===== src/logic/fce_pkg.sv =====
/*
 * fce_pkg: shared constants of the flash command host controller.
 * Assumes a byte-wide command-port flash on a parallel asynchronous bus.
 */
package fce_pkg;
  // ------------------------------------------------------------
  // flash command bytes
  // ------------------------------------------------------------
  localparam logic [7:0] CMD_READ_ARRAY = 8'hFF;
  localparam logic [7:0] CMD_READ_ID = 8'h90;
  localparam logic [7:0] CMD_READ_STATUS = 8'h70;
  localparam logic [7:0] CMD_CLEAR_STATUS = 8'h50;
  localparam logic [7:0] CMD_ERASE_SETUP = 8'h20;
  localparam logic [7:0] CMD_CONFIRM = 8'hD0;
  localparam logic [7:0] CMD_SUSPEND = 8'hB0;
  localparam logic [7:0] CMD_PROGRAM_SETUP = 8'h40;
  // ------------------------------------------------------------
  // flash status bit positions
  // ------------------------------------------------------------
  localparam int SR_READY = 7;
  localparam int SR_SUSPENDED = 6;
  localparam int SR_ERASE_FAIL = 5;
  localparam int SR_PROGRAM_FAIL = 4;
  localparam int SR_SUPPLY_LOW = 3;
  // ------------------------------------------------------------
  // controller registers (byte offsets)
  // ------------------------------------------------------------
  localparam logic [3:0] REG_CTRL = 4'h0;
  localparam logic [3:0] REG_ADDR = 4'h4;
  localparam logic [3:0] REG_WDATA = 4'h8;
  localparam logic [3:0] REG_RESULT = 4'hC;
  localparam logic [31:0] RESULT_RESET = 32'h0000_0000;
  // ------------------------------------------------------------
  // operations written into REG_CTRL[3:0]
  // ------------------------------------------------------------
  typedef enum logic [3:0] {
    OP_READ_ARRAY = 4'h0,
    OP_READ_ID = 4'h1,
    OP_READ_STATUS = 4'h2,
    OP_CLEAR_STATUS = 4'h3,
    OP_ERASE = 4'h4,
    OP_SUSPEND = 4'h5,
    OP_RESUME = 4'h6,
    OP_PROGRAM = 4'h7,
    OP_READ = 4'h8
  } fce_op_t;
  // ------------------------------------------------------------
  // bus and power-down timing in clock cycles
  // ------------------------------------------------------------
  localparam int STROBE_CYCLES = 4;
  localparam int RECOVER_CYCLES = 2;
  localparam int PWRDN_CYCLES = 8;
endpackage


===== src/logic/fce_cyc_if.sv =====
/*
 * fce_cyc_if: one flash bus cycle request and its answer between the
 * sequencer and the pin driver. Both ends run on aclk.
 */
`timescale 1ns/100ps
`default_nettype none
interface fce_cyc_if;
  logic start;
  logic is_write;
  logic [16:0] addr;
  logic [7:0] wdata;
  logic done;
  logic [7:0] rdata;
  modport seq (output start, output is_write, output addr, output wdata,
               input done, input rdata);
  modport pins (input start, input is_write, input addr, input wdata,
                output done, output rdata);
endinterface
`default_nettype wire


===== src/logic/fce_host.sv =====
/*
 * fce_host: host-side controller for a byte-wide command-port flash.
 * Software issues operations over AXI4-Lite; the block writes command
 * sequences, polls status and reports the result. Assumes the flash
 * pins are wired directly, data pin through an external tri-state.
 */
`timescale 1ns/100ps
`default_nettype none
module fce_host
  import fce_pkg::*;
(
  input wire logic aclk, // clock
  input wire logic aresetn, // sync reset, active low
  input wire logic [3:0] s_axi_awaddr, // write address
  input wire logic s_axi_awvalid, // write address valid
  output logic s_axi_awready, // write address ready
  input wire logic [31:0] s_axi_wdata, // write data
  input wire logic [3:0] s_axi_wstrb, // write strobes
  input wire logic s_axi_wvalid, // write data valid
  output logic s_axi_wready, // write data ready
  output logic [1:0] s_axi_bresp, // write response
  output logic s_axi_bvalid, // write response valid
  input wire logic s_axi_bready, // write response ready
  input wire logic [3:0] s_axi_araddr, // read address
  input wire logic s_axi_arvalid, // read address valid
  output logic s_axi_arready, // read address ready
  output logic [31:0] s_axi_rdata, // read data
  output logic [1:0] s_axi_rresp, // read response
  output logic s_axi_rvalid, // read data valid
  input wire logic s_axi_rready, // read data ready
  output logic [16:0] flash_addr, // flash address
  output logic flash_ce_n, // chip select
  output logic flash_oe_n, // read strobe
  output logic flash_we_n, // write strobe
  output logic [7:0] flash_dq_o, // flash data out
  output logic flash_dq_oe, // flash data drive enable
  input wire logic [7:0] flash_dq_i, // flash data in
  output logic powerdown_reset_n // flash deep power-down, active low
);
  typedef enum logic [3:0] {
    S_PWRDN = 4'h0,
    S_IDLE = 4'h1,
    S_CMD1 = 4'h2,
    S_CMD2 = 4'h3,
    S_POLL = 4'h4,
    S_DONE = 4'h5,
    S_RD = 4'h6
  } fce_st_t;

  fce_cyc_if cyc ();
  fce_st_t state_q;
  logic [16:0] addr_q;
  logic [7:0] wdata_q, data_q, status_q;
  logic [3:0] op_q;
  logic busy_q, refused_q, suspended_q, wstrb0_q;
  logic [3:0] pd_cnt_q;
  logic go;
  logic aw_done_q, w_done_q;
  logic [31:0] aw_wd_q;
  logic [3:0] aw_addr_q;

  fce_bus_cycle u_cycle (
    .aclk(aclk),
    .aresetn(aresetn),
    .cyc(cyc),
    .flash_addr(flash_addr),
    .flash_ce_n(flash_ce_n),
    .flash_oe_n(flash_oe_n),
    .flash_we_n(flash_we_n),
    .flash_dq_o(flash_dq_o),
    .flash_dq_oe(flash_dq_oe),
    .flash_dq_i(flash_dq_i)
  );

  // legal operation check, also used for state entry
  function automatic logic op_legal(input logic [3:0] op, input logic susp);
    case (op)
      OP_READ_ARRAY, OP_READ_STATUS, OP_READ, OP_RESUME: op_legal = 1'b1;
      OP_READ_ID, OP_CLEAR_STATUS, OP_ERASE, OP_PROGRAM, OP_SUSPEND:
        op_legal = !susp;
      default: op_legal = 1'b0;
    endcase
  endfunction
  // ------------------------------------------------------------
  // axi4-lite write channel
  // ------------------------------------------------------------
  assign s_axi_awready = !aw_done_q && !s_axi_bvalid;
  assign s_axi_wready = !w_done_q && !s_axi_bvalid;
  assign s_axi_bresp = 2'b00;
  assign go = aw_done_q && w_done_q && !s_axi_bvalid;
  always_ff @(posedge aclk) begin
    if (!aresetn) begin
      aw_done_q <= 1'b0;
      wstrb0_q <= 1'b0;
      w_done_q <= 1'b0;
      aw_addr_q <= 4'h0;
      aw_wd_q <= 32'h0000_0000;
      s_axi_bvalid <= 1'b0;
    end else begin
      if (s_axi_awvalid && s_axi_awready) begin
        aw_done_q <= 1'b1;
        aw_addr_q <= s_axi_awaddr;
      end
      if (s_axi_wvalid && s_axi_wready) begin
        w_done_q <= 1'b1;
        aw_wd_q <= s_axi_wdata;
        wstrb0_q <= s_axi_wstrb[0]; // strobe belongs to the data beat, not to go
      end
      if (go) begin
        s_axi_bvalid <= 1'b1;
        aw_done_q <= 1'b0;
        w_done_q <= 1'b0;
      end else if (s_axi_bready) begin
        s_axi_bvalid <= 1'b0;
      end
    end
  end
  // ------------------------------------------------------------
  // register file
  // ------------------------------------------------------------
  // writes while busy are dropped so a running sequence is never broken up,
  // which keeps the sequence pairs and the lock-out
  always_ff @(posedge aclk) begin
    if (!aresetn) begin
      addr_q <= 17'h0_0000;
      wdata_q <= 8'h00;
    end else if (go && !busy_q) begin
      if (aw_addr_q == REG_ADDR && wstrb0_q) addr_q <= aw_wd_q[16:0];
      if (aw_addr_q == REG_WDATA && wstrb0_q) wdata_q <= aw_wd_q[7:0];
    end
  end
  assign s_axi_arready = !s_axi_rvalid;
  assign s_axi_rresp = 2'b00;
  always_ff @(posedge aclk) begin
    if (!aresetn) begin
      s_axi_rvalid <= 1'b0;
      s_axi_rdata <= RESULT_RESET;
    end else if (s_axi_arvalid && s_axi_arready) begin
      s_axi_rvalid <= 1'b1;
      case (s_axi_araddr)
        REG_CTRL: s_axi_rdata <= {24'h00_0000, refused_q, suspended_q, busy_q, 1'b0, op_q};
        REG_ADDR: s_axi_rdata <= {15'h0000, addr_q};
        REG_WDATA: s_axi_rdata <= {24'h00_0000, wdata_q};
        // status bits 5..3 passed as read, software sees each fault
        REG_RESULT: s_axi_rdata <= {16'h0000, status_q, data_q};
        default: s_axi_rdata <= 32'h0000_0000;
      endcase
    end else if (s_axi_rready) begin
      s_axi_rvalid <= 1'b0;
    end
  end
  // ------------------------------------------------------------
  // power-down release
  // ------------------------------------------------------------
  // device wakes in array mode with status 80H; nothing to send
  always_ff @(posedge aclk) begin
    if (!aresetn) begin
      pd_cnt_q <= 4'(PWRDN_CYCLES);
      powerdown_reset_n <= 1'b0;
    end else if (pd_cnt_q != 4'h0) begin
      pd_cnt_q <= pd_cnt_q - 4'h1;
    end else begin
      powerdown_reset_n <= 1'b1;
    end
  end
  // ------------------------------------------------------------
  // command sequencer
  // ------------------------------------------------------------
  logic [7:0] cmd1, cmd2;
  always_comb begin
    case (op_q)
      OP_READ_ID: cmd1 = CMD_READ_ID;
      OP_READ_STATUS: cmd1 = CMD_READ_STATUS;
      OP_CLEAR_STATUS: cmd1 = CMD_CLEAR_STATUS;
      OP_ERASE: cmd1 = CMD_ERASE_SETUP; // sent whatever the supply level
      OP_SUSPEND: cmd1 = CMD_SUSPEND;
      OP_RESUME: cmd1 = CMD_CONFIRM;
      OP_PROGRAM: cmd1 = CMD_PROGRAM_SETUP;
      default: cmd1 = CMD_READ_ARRAY;
    endcase
    cmd2 = (op_q == OP_ERASE) ? CMD_CONFIRM : wdata_q;
  end
  always_comb begin
    cyc.start = 1'b0;
    cyc.is_write = 1'b1;
    cyc.addr = addr_q; // same location on both writes
    cyc.wdata = cmd1;
    case (state_q)
      S_CMD1: cyc.start = 1'b1;
      S_CMD2: begin
        cyc.start = 1'b1;
        cyc.wdata = cmd2;
      end
      S_POLL, S_RD: begin
        cyc.start = 1'b1;
        cyc.is_write = 1'b0;
      end
      default: cyc.start = 1'b0;
    endcase
  end
  logic pending_q;
  always_ff @(posedge aclk) begin
    if (!aresetn) begin
      state_q <= S_PWRDN;
      op_q <= 4'h0;
      busy_q <= 1'b0;
      refused_q <= 1'b0;
      suspended_q <= 1'b0;
      pending_q <= 1'b0;
      status_q <= 8'h80;
      data_q <= 8'h00;
    end else begin
      case (state_q)
        S_PWRDN: if (powerdown_reset_n) state_q <= S_IDLE;
        S_IDLE: begin
          if (go && aw_addr_q == REG_CTRL && wstrb0_q) begin
            op_q <= aw_wd_q[3:0];
            if (op_legal(aw_wd_q[3:0], suspended_q)) begin
              refused_q <= 1'b0;
              busy_q <= 1'b1;
              state_q <= (aw_wd_q[3:0] == OP_READ) ? S_RD : S_CMD1;
            end else refused_q <= 1'b1;
          end
        end
        S_CMD1: begin
          pending_q <= 1'b1;
          if (pending_q && cyc.done) begin
            pending_q <= 1'b0;
            if (op_q == OP_ERASE || op_q == OP_PROGRAM) state_q <= S_CMD2;
            else if (op_q == OP_SUSPEND || op_q == OP_RESUME) state_q <= S_POLL;
            else if (op_q == OP_READ_STATUS) state_q <= S_RD;
            else state_q <= S_DONE;
          end
        end
        S_CMD2: begin
          pending_q <= 1'b1;
          if (pending_q && cyc.done) begin
            pending_q <= 1'b0;
            state_q <= S_POLL; // device now returns status
          end
        end
        S_POLL: begin
          // every poll is a whole read cycle with strobes raised
          pending_q <= 1'b1;
          if (pending_q && cyc.done) begin
            pending_q <= 1'b0;
            status_q <= cyc.rdata;
            if (cyc.rdata[SR_READY]) begin
              suspended_q <= (op_q == OP_SUSPEND) && cyc.rdata[SR_SUSPENDED];
              state_q <= S_DONE;
            end
          end
        end
        S_RD: begin
          pending_q <= 1'b1;
          if (pending_q && cyc.done) begin
            pending_q <= 1'b0;
            data_q <= cyc.rdata;
            if (op_q == OP_READ_STATUS) status_q <= cyc.rdata;
            state_q <= S_DONE;
          end
        end
        S_DONE: begin
          busy_q <= 1'b0;
          state_q <= S_IDLE;
        end
        default: state_q <= S_IDLE;
      endcase
    end
  end
endmodule
`default_nettype wire


===== src/logic/fce_bus_cycle.sv =====
/*
 * fce_bus_cycle: drives one flash read or write cycle on the pins.
 * Assumes the flash data pins return to it unregistered; two flip-flops here sample them.
 */
`timescale 1ns/100ps
`default_nettype none
module fce_bus_cycle
  import fce_pkg::*;
(
  input wire logic aclk, // clock
  input wire logic aresetn, // sync reset, active low
  fce_cyc_if.pins cyc, // cycle request
  output logic [16:0] flash_addr, // flash address
  output logic flash_ce_n, // chip select
  output logic flash_oe_n, // read strobe
  output logic flash_we_n, // write strobe
  output logic [7:0] flash_dq_o, // data out
  output logic flash_dq_oe, // data drive enable
  input wire logic [7:0] flash_dq_i // data in
);
  typedef enum logic [1:0] {
    BC_IDLE = 2'b00,
    BC_STROBE = 2'b01,
    BC_RECOVER = 2'b10
  } fce_bc_t;
  fce_bc_t state_q;
  logic [3:0] cnt_q;
  logic [7:0] dq_s1_q, dq_s2_q;
  logic wr_q;

  always_ff @(posedge aclk) begin
    dq_s1_q <= flash_dq_i;
    dq_s2_q <= dq_s1_q;
  end

  // ------------------------------------------------------------
  // strobe sequencing
  // ------------------------------------------------------------
  // both ce and the strobe fall and rise together, so each read gives the
  // device a fresh falling edge to latch status on
  always_ff @(posedge aclk) begin
    if (!aresetn) begin
      state_q <= BC_IDLE;
      cnt_q <= 4'h0;
      wr_q <= 1'b0;
      flash_addr <= 17'h0_0000;
      flash_dq_o <= 8'h00;
      flash_ce_n <= 1'b1;
      flash_oe_n <= 1'b1;
      flash_we_n <= 1'b1;
      flash_dq_oe <= 1'b0;
      cyc.rdata <= 8'h00;
    end else begin
      case (state_q)
        BC_IDLE: begin
          if (cyc.start) begin
            state_q <= BC_STROBE;
            cnt_q <= 4'(STROBE_CYCLES);
            wr_q <= cyc.is_write;
            flash_addr <= cyc.addr;
            flash_dq_o <= cyc.wdata;
            flash_ce_n <= 1'b0;
            flash_we_n <= !cyc.is_write;
            flash_oe_n <= cyc.is_write;
            flash_dq_oe <= cyc.is_write;
          end
        end
        BC_STROBE: begin
          if (cnt_q == 4'h0) begin
            // rising write strobe latches address and data in the device
            flash_we_n <= 1'b1;
            flash_oe_n <= 1'b1;
            flash_ce_n <= 1'b1;
            if (!wr_q) cyc.rdata <= dq_s2_q;
            state_q <= BC_RECOVER;
            cnt_q <= 4'(RECOVER_CYCLES);
          end else begin
            cnt_q <= cnt_q - 4'h1;
          end
        end
        BC_RECOVER: begin
          // data held one clock cycle past the strobe for hold time
          flash_dq_oe <= 1'b0;
          if (cnt_q == 4'h0) state_q <= BC_IDLE;
          else cnt_q <= cnt_q - 4'h1;
        end
        default: state_q <= BC_IDLE;
      endcase
    end
  end

  assign cyc.done = (state_q == BC_RECOVER) && (cnt_q == 4'h0);
endmodule
`default_nettype wire


===== config.mk =====
export PLATFORM = sky130hd
export DESIGN_NAME = fce_host
export DESIGN_NICKNAME = d
export VERILOG_FILES = /design/src/logic/fce_pkg.sv /design/src/logic/fce_cyc_if.sv /design/src/logic/fce_host.sv /design/src/logic/fce_bus_cycle.sv
export SDC_FILE = /design/constraint.sdc
export NUM_CORES = 1
export LEC_CHECK = 0
export BUFFER_PORTS_ARGS = -buffer_cell sky130_fd_sc_hd__buf_2
export CAP_MARGIN = 40
export CORE_ASPECT_RATIO = 2
export CORE_MARGIN = 1
export CORE_UTILIZATION = 30
export DETAILED_ROUTE_END_ITERATION = 10
export PLACE_DENSITY = 0.57
export SYNTH_ARGS = -nofsm -noshare
export SYNTH_HDL_FRONTEND = slang
export SYNTH_SLANG_ARGS = --single-unit

===== constraint.sdc =====
create_clock -name aclk -period 3.3 [get_ports aclk]
set_clock_uncertainty 0.2 [all_clocks]
set_input_delay 0.66 -clock aclk [delete_from_list [all_inputs] [get_ports aclk]]
set_output_delay 0.66 -clock aclk [all_outputs]
set_load 0.02 [all_outputs]

# After elaboration in Yosys (flattened, before gate mapping)
# Index checks and enable logic that the tools add are counted.
# classes
n_addsub	2
n_eq_ne	41
muxes	52
bitwise	2
reduce_logical	56
# op_table
op	n
17-bit case mux with 4 select lines	1
8-bit case mux with 7 select lines	1
4-bit by 3-bit == test with 1-bit output, second input constant	13
4-bit two-way mux	11
8-bit two-way mux	5
4-bit by 2-bit == test with 1-bit output, second input constant	6
4-bit case mux with 6 select lines	1
4-bit zero test	5
2-bit != test, second input constant	10
3-bit AND reduction	6
1-bit two-way mux	17
4-bit == test, second input constant	4
8-bit case mux with 2 select lines	1
1-bit logical AND	15
4-bit by 1-bit == test with 1-bit output, second input constant	3
1-bit case mux with 2 select lines	6
4-bit case mux with 3 select lines	1
2-bit AND reduction	6
2-bit nonzero test	6
2-bit two-way mux	5
8-bit AND reduction	1
4-bit OR reduction	2
4-bit by 1-bit subtractor with 4-bit output, second input constant	2
1-bit zero test	6
13 further kinds	19
# totals
reg_bits	176
in_bits	59
output_inout_bits	71
wordCells	185

# Depth between registers and ports, before layout
# Gate-level depths: netlist of the first run.
# logic_depth
depth_word	10
mapped_depth	8
depth_no_buf	7

# Hierarchy
# Synthesis of the first run repeated with hierarchy kept, for this count alone.
# hier_totals
cells_unflattened	739
area_unflattened_um2	6621.4
# by_module_without_submodules
module	instances	cells_each	area_per_inst_um2	seq_area_each_um2
fce_host	1	508	4451.8	2001.9
fce_bus_cycle	1	231	2169.6	1201.2

# Worst setup path after synthesis of the first run
# OpenSTA, ideal clock, no wires.
# synth_timing
path_type	input-to-reg
start	in s_axi_araddr[3]
end	reg s_axi_rdata[5]
setup_time_ns	0.118
arrival_ns	1.865
t_required_ns	2.982
slack_ns	1.116
stages	5
path_buffers	2
cell_sequence	buf_2 -> buf_1 -> mux4_2 -> a22oi_1 -> nor2b_1
# synth_between
elab_chain_len	2
word_cells_on_any_way	5
classes_between	eq/ne (3); mux (1); reduce/logical (1)
# synth_rtl
item	line_no	rtl
from (decl)	fce_host.sv:24	input wire logic [3:0] s_axi_araddr,
4-bit == test (tied with other cells)	fce_host.sv:140	case (s_axi_araddr)
17-bit case mux with 4 select lines *	fce_host.sv:140	
to (signal assigned)	fce_host.sv:141	REG_CTRL: s_axi_rdata <= {24'h00_0000, refused_q, suspended_q, busy_q, 1'b0, op_q};
to (signal assigned)	fce_host.sv:142	REG_ADDR: s_axi_rdata <= {15'h0000, addr_q};
to (signal assigned)	fce_host.sv:143	REG_WDATA: s_axi_rdata <= {24'h00_0000, wdata_q};
to (decl)	fce_host.sv:27	output logic [31:0] s_axi_rdata,
# Every way passes the cells marked *; elsewhere a longest branch is shown, timed or not.
# A chain may end at the register's enable or synchronous reset.

# Worst setup path in the final report of the first run
# layout_timing
start	reg u_cycle.cnt_q[0]
end	reg status_q[7]
# layout_between
elab_chain_len	5
word_cells_on_any_way	6
classes_between	eq/ne (2); reduce/logical (4)
# layout_rtl
item	line_no	rtl
from (decl)	fce_bus_cycle.sv:27	logic [3:0] cnt_q;
from (signal assigned)	fce_bus_cycle.sv:58	cnt_q <= 4'(STROBE_CYCLES);
from (signal assigned)	fce_bus_cycle.sv:76	cnt_q <= 4'(RECOVER_CYCLES);
from (signal assigned)	fce_bus_cycle.sv:78	cnt_q <= cnt_q - 4'h1;
4-bit zero test *	fce_bus_cycle.sv:92	assign cyc.done = (state_q == BC_RECOVER) && (cnt_q == 4'h0);
1-bit logical AND *	fce_bus_cycle.sv:92	
1-bit logical AND *	fce_host.sv:245, fce_host.sv:256	
2-bit != test (no line)	n/a	
4-bit AND reduction (no line) *	n/a	
to (signal assigned)	fce_host.sv:247	status_q <= cyc.rdata;
to (signal assigned)	fce_host.sv:259	if (op_q == OP_READ_STATUS) status_q <= cyc.rdata;
to (decl)	fce_host.sv:53	logic [7:0] wdata_q, data_q, status_q;
# Marked as above.

==> results of run 1 <==
[path summary, 6_finish.rpt]
check                            end               start
hold reg to reg   u_cycle.dq_s2_q[0]  u_cycle.dq_s1_q[0]
setup / recovery         status_q[7]    u_cycle.cnt_q[0]
hold / removal    u_cycle.dq_s2_q[0]  u_cycle.dq_s1_q[0]
setup reg to reg         status_q[7]    u_cycle.cnt_q[0]
[layer usage]
layer / vias to the layer above / share of wire, % / global-route usage (%)
met1: 2460 / 36 / 15.6
met3: 28 / 2.7 / 2.79
met2: 101 / 58 / 31.3
li1: 2592 / - / -
met5: - / 0 / 0
met4: 0 / 3.6 / 8.20
[final cells by class]
cell class | instances | area (sq um) | share of cell area (%)
clock inverter | 5 | 75.1 | 0.932
inverter | 14 | 52.6 | 0.653
timing repair buffer | 100 | 536 | 6.65
tap | 276 | 345 | 4.29
multi-input combinational | 514 | 3320 | 41.3
clock buffer | 26 | 519 | 6.45
sequential | 160 | 3200 | 39.8
[stage by stage]
stage / worst slack, ns / utilization [%] / hold slack (ns) / cells
6_report: 0.793 / 36.2 / 0.125 / 1095
3_3_place_gp: 0.798 / 33.5 / 0.113 / 1064
2_1_floorplan: 1.12 / - / 0.110 / 750
3_5_place_dp: 0.798 / 33.5 / 0.113 / 1064
4_1_cts: 0.778 / 36.2 / 0.115 / 1095
5_1_grt: 0.609 / 36.2 / 0.120 / 1095
[synth_stat cells (all sizes together), types with 2 or more instances]
master / number / area share (%)
nor2: 27 / 1.5
or2: 2 / 0.18
nor4b: 3 / 0.38
o221a: 2 / 0.33
a21boi: 40 / 4.4
a22oi: 9 / 0.99
xnor2: 2 / 0.26
o211ai: 2 / 0.22
o21ai: 35 / 2.6
o21a: 2 / 0.22
mux2i: 69 / 10
or3: 3 / 0.27
nand2: 107 / 5.9
inv: 14 / 0.77
ha: 6 / 1.1
nand2b: 12 / 1.1
nor3: 9 / 0.73
buf: 25 / 2.7
nor2b: 74 / 6.8
nand3: 7 / 0.51
dfxtp: 160 / 47
and2: 17 / 1.6
nor3b: 3 / 0.40
nor4: 4 / 0.37
and3: 6 / 0.55
o211a: 3 / 0.44
mux4: 7 / 2.3
clkbuf: 37 / 2.0
a21oi: 27 / 2.0
[state kept, by name, indices dropped and copies added, names as in the netlist, 8 cells and up]
register            flops
wdata_q                 8
s_axi_rdata            17
u_cycle.dq_s1_q         8
aw_wd_q                17
u_cycle.dq_s2_q         8
u_cycle.flash_addr     17
status_q                8
u_cycle.cyc.rdata       8
addr_q                 17
u_cycle.flash_dq_o      8
data_q                  8
[layout by cell type, fill, tap and decap left out, types with 8 or more instances in the layout]
master     count
conb_1        19
nor2b_1       74
nand2b_1      12
a22oi_1        9
nor2_1        26
dfxtp_1      160
a21oi_1       27
mux2i_1       69
nor3_1         8
and2_1        17
clkbuf_16     17
nand2_1      107
buf_4          8
a21boi_0      40
inv_1         14
o21ai_0       35
buf_2         91
[power by group]
part	total (mW)	switching (mW)	internal [mW]
sequential	2.28	0.180	2.10
clock	1.98	0.752	1.23
combinational	1.11	0.709	0.404
[cells by family (layout without fill, tap and decap cells)]
| kind of cell | after synthesis | in the layout | synth area share (%) |
|---|---|---|---|
| simple gates | 278 | 278 | 20.8 |
| flops | 160 | 160 | 46.9 |
| compound gates | 132 | 132 | 12.8 |
| mux | 77 | 77 | 12.6 |
| buf+inv | 76 | 145 | 5.50 |
| fa+ha+maj | 6 | 6 | 1.10 |
| xor+xnor | 2 | 2 | 0.257 |
| other cells | 1 | 19 | 0.0549 |
==> impl_metrics.toml, run 1 <==
[setup_path]
cp_num_buf_inv = 1
ff2ff_path_depth = 7
cp-end-kind = "register"
crit_required_ns = 3.40
worstSetupPathType = "reg2reg"
path_max_fanout = 8
crit_cells = 7
max_stage_delay_ns = 0.56
crit_path_top_delay_cell = "a211oi_4"
crit_chain = "inv_1 > ha_1 > nor3b_2 > nand3_1 > a211oi_4 > mux2i_1 > nand2_1"
cpLargestDelayFamily = "simple AND/OR/NAND/NOR gates"
startpoint_type = "register"
critical_path_arrival_ns = 2.61
r2r_slack_ns = 0.79

[cts]
ctsHtreeMaxLevel = 4
cts_tree = "built"
post_cts_resized = 0
path_clk_slew_ns = 0.06
cts-root-buf = "clkbuf_16"
cts_buffers = 17
clock_latency_ns = 0.42
clock-sinks = 160
postCtsSetupBuffers = 0
clockBufferDepth = 2
cts_hold_buf = 0

[global_routing]
grt_pass1_vias = 5199
grt_pass1_wl_mm = 28.1
grt-ovfl-total = 0
grt_max_degree = 59
track_usage_pct = 16.2
antenna_found_initial = 0

[floorplanning]
ios = 130
row_count = 77
die_w_um = 109
initial_core_util_pct = 30.7
die-area_sq_um = 23400
core_area_sq_um = 22300
die_h_um = 215

[final_layout]
fill_cells = 2275
fin_area_sq_um = 8050
syn2layout_area_growth_pct = 18.0
fin_nets = 872
drive_above_1_share_pct = 17.6
n_antenna_cell = 0

[placement]
numPortBuffers = 92
gp_congestion = 0.771
dp_hpwl_mm = 13.0
placed_cell_area_sq_um = 7460

[min_path]
min_path_cells = 0
min_path_type = "reg2reg"

[outcome]
status = "finished clean"

[route]
wl_per_cell_um = 16.3
wl_mm = 17.8
ant_nets = 0
drc_errors = 0
avgViaCountPerCell = 4.73
vias = 5181
drtIter0Drc = 207
dr.pass1.iters = 6

[sta]
final.period_utilization_pct = 76.0
hold_viol_final = 0
drv_slew = 0
max_freq_mhz = 399
grt_setup_unrepaired = "false"
tightest_slew_ns = 0.663
finalCriticalPeriod_ns = 2.51
setup-tns-final_ns = 0
final-setup-viol-count = 0
slew_headroom_pct = 55.5

[synthesis]
netlist-cell-type-count = 54
synth-edff-count = 0
syn-cell-area_sq_um = 6830
synth_seq_area_share_pct = 46.9
async_reset_ff_share_pct = 0
yosysWarnings = 0
synth_cells = 732
synthFlopType = "dfxtp_1"
avgSynthCellArea_sq_um = 9.33
synth_seq_cells = 160

[job]
maxCapViolations = 0

[power_and_ir_drop]
p_leak_nw = 3.32
powerDensity_nw_per_um2 = 667
vdd_drop_max_v = 0.000279
finalPower_mw = 5.37
(Power assumes the default switching activity.)
==> run 2: changes to the inputs <==
==> constraint.sdc (replaced) <==
create_clock -name aclk -period 2.6 [get_ports aclk]
set_clock_uncertainty 0.2 [all_clocks]
set_input_delay 0.52 -clock aclk [delete_from_list [all_inputs] [get_ports aclk]]
set_output_delay 0.52 -clock aclk [all_outputs]
set_load 0.02 [all_outputs]
==> run 2 against run 1 <==
Highest routed layer unchanged. Non-clock buffer count rose by 23. Via count rose by 1.2%. Sequential power increased by 25%. Final cell count rose by 2.0%.
==> impl_metrics.toml, run 2 (synthesis results as in run 1) <==
[outcome]
status = "finished clean"

[sta]
final-setup-viol-count = 0
timing.final.ws_setup_ns = 0.323
final.period_utilization_pct = 87.6
slew_headroom_pct = 55.9
max_freq_mhz = 439
grt_setup_unrepaired = "false"
hold_viol_final = 0
drv_slew = 0
finalCriticalPeriod_ns = 2.28
setup-tns-final_ns = 0
tightest_slew_ns = 0.659

[final_layout]
fin_nets = 895
fin_area_sq_um = 8230
seqCellArea_sq_um = 3200
syn2layout_area_growth_pct = 20.5
layout_common_cells = "dfxtp_1 (160), nand2_1 (107), buf_2 (91)"
drive_above_1_share_pct = 18.8
final_common_cell = "dfxtp_1"
multi_input_area_sq_um = 3320
fill_cells = 2265
n_antenna_cell = 0

[route]
drc_errors = 0
drtIter0Drc = 216
wl_per_cell_um = 15.9
ant_nets = 0
vias = 5242
avgViaCountPerCell = 4.69
wl_mm = 17.8
dr.pass1.iters = 4

[cts]
clock-sinks = 160
path_clk_slew_ns = 0.06
cts_tree = "built"
cts-root-buf = "clkbuf_16"
post_cts_resized = 0
clock_latency_ns = 0.43
clockBufferDepth = 2
postCtsSetupBuffers = 0
ctsHtreeMaxLevel = 4
cts_buffers = 17

[global_routing]
grt_pass1_wl_mm = 28.2
grt_pass1_vias = 5151
grt-ovfl-total = 0
grt_max_degree = 50
antenna_found_initial = 0
track_usage_pct = 16.3

[floorplanning]
ios = 130
die_w_um = 109
die_h_um = 215
row_count = 77
core_area_sq_um = 22300
initial_core_util_pct = 30.7
die-area_sq_um = 23400

[setup_path]
critical_path_arrival_ns = 2.40
path_max_fanout = 5
worstSetupPathType = "reg2reg"
startpoint_type = "register"
startpoint = "u_cycle.cnt_q[0]"
crit_required_ns = 2.73
cp-end-kind = "register"
r2r_start = "u_cycle.cnt_q[0]"

[power_and_ir_drop]
vdd_drop_max_v = 0.000376
powerDensity_nw_per_um2 = 832
finalPower_mw = 6.84
p_leak_nw = 3.42

[placement]
numPortBuffers = 92
dp_hpwl_mm = 13.3
place_ws_ns = 0.368
gp_congestion = 0.788
placed_cell_area_sq_um = 7580

[min_path]
min_from = "u_cycle.dq_s1_q[1]"
min_path_type = "reg2reg"

[job]
maxCapViolations = 0
run 2: cell types whose count changed in the layout (fill, tap and decap cells not counted):
cell,change
dlygate4sd3_1,+8
buf_12,+1
clkbuf_8,-3
clkinv_2,+2
buf_4,+14
run 2: final cells by class:
type                    count  share of cell area, %
inverters                  14                  0.639
repair buffers            123                   9.00
multi-input cells         514                   40.4
clock buffers              23                   5.81
flip-flops and latches    160                   38.9
well taps                 276                   4.20
clock inverters             7                   1.03
run 2: path summary, 6_finish.rpt:
path	end	slack, ns	cells past startpoint
worst min register to register	u_cycle.dq_s2_q[1]	0.12	0
worst min-delay path	u_cycle.dq_s2_q[1]	0.12	0
worst max-delay path	suspended_q	0.32	7
worst max register to register	suspended_q	0.32	7
run 2: worst max-delay path, stage by stage, from the launching register on:
cell	delay [ns]
dfxtp_1	0.34
inv_1	0.08
ha_1	0.21
nor3b_2	0.39
nand3_1	0.23
nor4b_1	0.42
mux2i_1	0.24
nor2b_1	0.06
run 2: metal layers:
| layer | global-route usage, % | share of wire (%) | vias to the layer above |
|---|---|---|---|
| met3 | 3.55 | 3.6 | 28 |
| met1 | 15.5 | 35 | 2461 |
| li1 | - | - | 2646 |
| met5 | 0 | 0 | - |
| met2 | 31.8 | 58 | 107 |
| met4 | 7.79 | 3.3 | 0 |
run 2: per-stage QoR:
step	utilization [%]	hold slack, ns	std cells
4_1_cts	37.0	0.115	1117
5_1_grt	37.0	0.130	1117
2_1_floorplan	-	0.110	750
6_report	37.0	0.125	1117
3_5_place_dp	34.1	0.114	1079
3_3_place_gp	34.1	0.114	1079
run 2: repair_timing:
action                     in CTS  in global routing
setup endpoints to repair       0                  0
hold endpoints to repair        8                  0
hold buffers                    8                  0
run 2: where the power goes:
part	switching [mW]	total [mW]	internal, mW
Combinational	0.947	1.56	0.614
Sequential	0.187	2.85	2.66
Clock	0.960	2.43	1.47
==> run 3: changes to the inputs <==
==> constraint.sdc (replaced) <==
create_clock -name aclk -period 2.45 [get_ports aclk]
set_clock_uncertainty 0.2 [all_clocks]
set_input_delay 0.49 -clock aclk [delete_from_list [all_inputs] [get_ports aclk]]
set_output_delay 0.49 -clock aclk [all_outputs]
set_load 0.02 [all_outputs]
==> run 3 against run 2 <==
Combinational power increased by 12%. Largest power group unchanged. Critical path type unchanged. Register-to-register slack got worse by 0.09 ns. Sequential share of layout area decreased by 0.15 points. Highest routed layer unchanged. Core utilization increased by 0.14 points.
==> impl_metrics.toml, run 3 (synthesis results as in run 1) <==
[job]
maxCapViolations = 0

[final_layout]
fin_area_sq_um = 8260
finalCoreUtilization_pct = 37.1
multi_input_area_sq_um = 3330
syn2layout_area_growth_pct = 21.0
layout_common_cells = "dfxtp_1 (160), nand2_1 (107), buf_2 (91)"
n_antenna_cell = 0
final_common_cell = "dfxtp_1"
drive_above_1_share_pct = 19.1
fill_cells = 2261
fin_nets = 901
seqCellArea_sq_um = 3200

[setup_path]
crit_required_ns = 2.58
path_max_fanout = 5
r2r-end = "suspended_q"
cpLargestDelayFamily = "simple AND/OR/NAND/NOR gates"
ff2ff_path_depth = 7
crit_chain = "inv_1 > ha_1 > nor3b_4 > nand3_1 > nor4b_1 > mux2i_1 > nor2b_1"
cp-end-kind = "register"
critical_path_arrival_ns = 2.35
cp_num_buf_inv = 1
max_stage_delay_ns = 0.42
startpoint = "u_cycle.cnt_q[0]"
worstSetupPathType = "reg2reg"
startpoint_type = "register"
crit_path_top_delay_cell = "nor4b_1"
r2r_start = "u_cycle.cnt_q[0]"
r2r_slack_ns = 0.23

[power_and_ir_drop]
vdd_drop_max_v = 0.000440
powerDensity_nw_per_um2 = 861
p_int_mw = 4.86
p_seq_share_pct = 42.4
p_leak_nw = 3.42
switchingPower_mw = 2.25
pwr-share-clk_pct = 33.1
switching_share_pct = 31.6
p_comb_share_pct = 24.5

[sta]
max_freq_mhz = 451
tightest_slew_ns = 0.845
slew_headroom_pct = 43.3
drv_slew = 0
finalCriticalPeriod_ns = 2.22
final-setup-viol-count = 0
grt_setup_unrepaired = "false"
hold_viol_final = 0
setup-tns-final_ns = 0
final.period_utilization_pct = 90.6

[floorplanning]
die_h_um = 215
initial_core_util_pct = 30.7
die_w_um = 109
row_count = 77
core_area_sq_um = 22300
die-area_sq_um = 23400
ios = 130

[cts]
clockBufferDepth = 2
ctsHtreeMaxLevel = 4
cts-root-buf = "clkbuf_16"
cts_tree = "built"
cts_buffers = 17
clock-sinks = 160
path_clk_slew_ns = 0.06
clock_latency_ns = 0.44

[outcome]
status = "finished clean"

[global_routing]
grt_max_degree = 47
grt_pass1_wl_mm = 27.9
grt-ovfl-total = 0
antenna_found_initial = 0
grt_pass1_vias = 5152
track_usage_pct = 16.3

[route]
wl_mm = 18.2
vias = 5256
ant_nets = 0
drc_errors = 0
drtIter0Drc = 181
dr.pass1.iters = 4
wl_per_cell_um = 16.2
avgViaCountPerCell = 4.68

[placement]
dp_hpwl_mm = 13.6
numPortBuffers = 92
placed_cell_area_sq_um = 7670
gp_congestion = 0.792

[min_path]
hold_end = "s_axi_rvalid"
min_path_cells = 2
min_path_type = "in2reg"
min_from = "s_axi_arvalid"
## run 3: changes by cell type in the layout (fill, tap and decap cells not counted)
cell and change:
buf_12 +3, buf_4 +3, clkinvlp_4 +3, bufinv_16 -2, clkinv_2 -2, clkbuf_1 +1, clkbuf_8 -1, nor3b_2 -1
nor3b_4 +1
## run 3: how the worst max path moves through the flow
stage	slack, ns	depth (start not counted)	end
after CTS	0.16	7	suspended_q
after global placement	0.11	6	s_axi_rdata[15]
final	0.23	7	suspended_q
after global routing	0.06	8	status_q[7]
after floorplan	0.35	7	status_q[7]
after detailed placement	0.14	6	s_axi_rdata[10]
## run 3: timing repair
item	CTS	global route
hold buffers	8	0
hold endpoints to repair	8	0
setup buffers	0	0
gates resized for setup	0	1
endpoints found under the setup margin	0	1
## run 3: final cells by class
| cell class | count | area share (%) |
|---|---|---|
| Timing Repair Buffer | 129 | 9.97 |
| Inverter | 14 | 0.636 |
| Sequential cell | 160 | 38.8 |
| Tap cell | 276 | 4.18 |
| Clock inverter | 6 | 0.455 |
| Multi-Input combinational cell | 514 | 40.3 |
| Clock buffer | 23 | 5.67 |
## run 3: per-layer routing
layer,routed length [um],track usage [%]
met1,6530,15.5
met2,10400,31.4
met4,670,8.83
met5,0,0
met3,543,3.28
## run 3: worst register-to-register path, cell delays in order (launching register included)
cell and delay [ns]:
dfxtp_1 0.34, inv_1 0.09, ha_1 0.23, nor3b_4 0.33, nand3_1 0.21, nor4b_1 0.42, mux2i_1 0.23, nor2b_1 0.06
## run 3: through the flow
step	setup slack (ns)	total power, mW	instances	hold WS [ns]
after floorplan	0.346	4.15	750	0.110
after global placement	0.113	4.80	1085	0.114
after detailed placement	0.144	4.81	1085	0.113
after CTS	0.163	7.19	1122	0.0842
after global routing	0.0615	7.48	1122	0.101
final	0.231	7.11	1122	0.0993
## run 3: power by group through the flow
stage | registers (mW) | clock network [mW] | logic, mW
2_1_floorplan | 3.10 | 0 | 1.04
3_3_place_gp | 3.07 | 0 | 1.72
5_1_grt | 3.05 | 2.51 | 1.92
4_1_cts | 3.02 | 2.41 | 1.76
3_5_place_dp | 3.08 | 0 | 1.74
6_report | 3.02 | 2.35 | 1.74
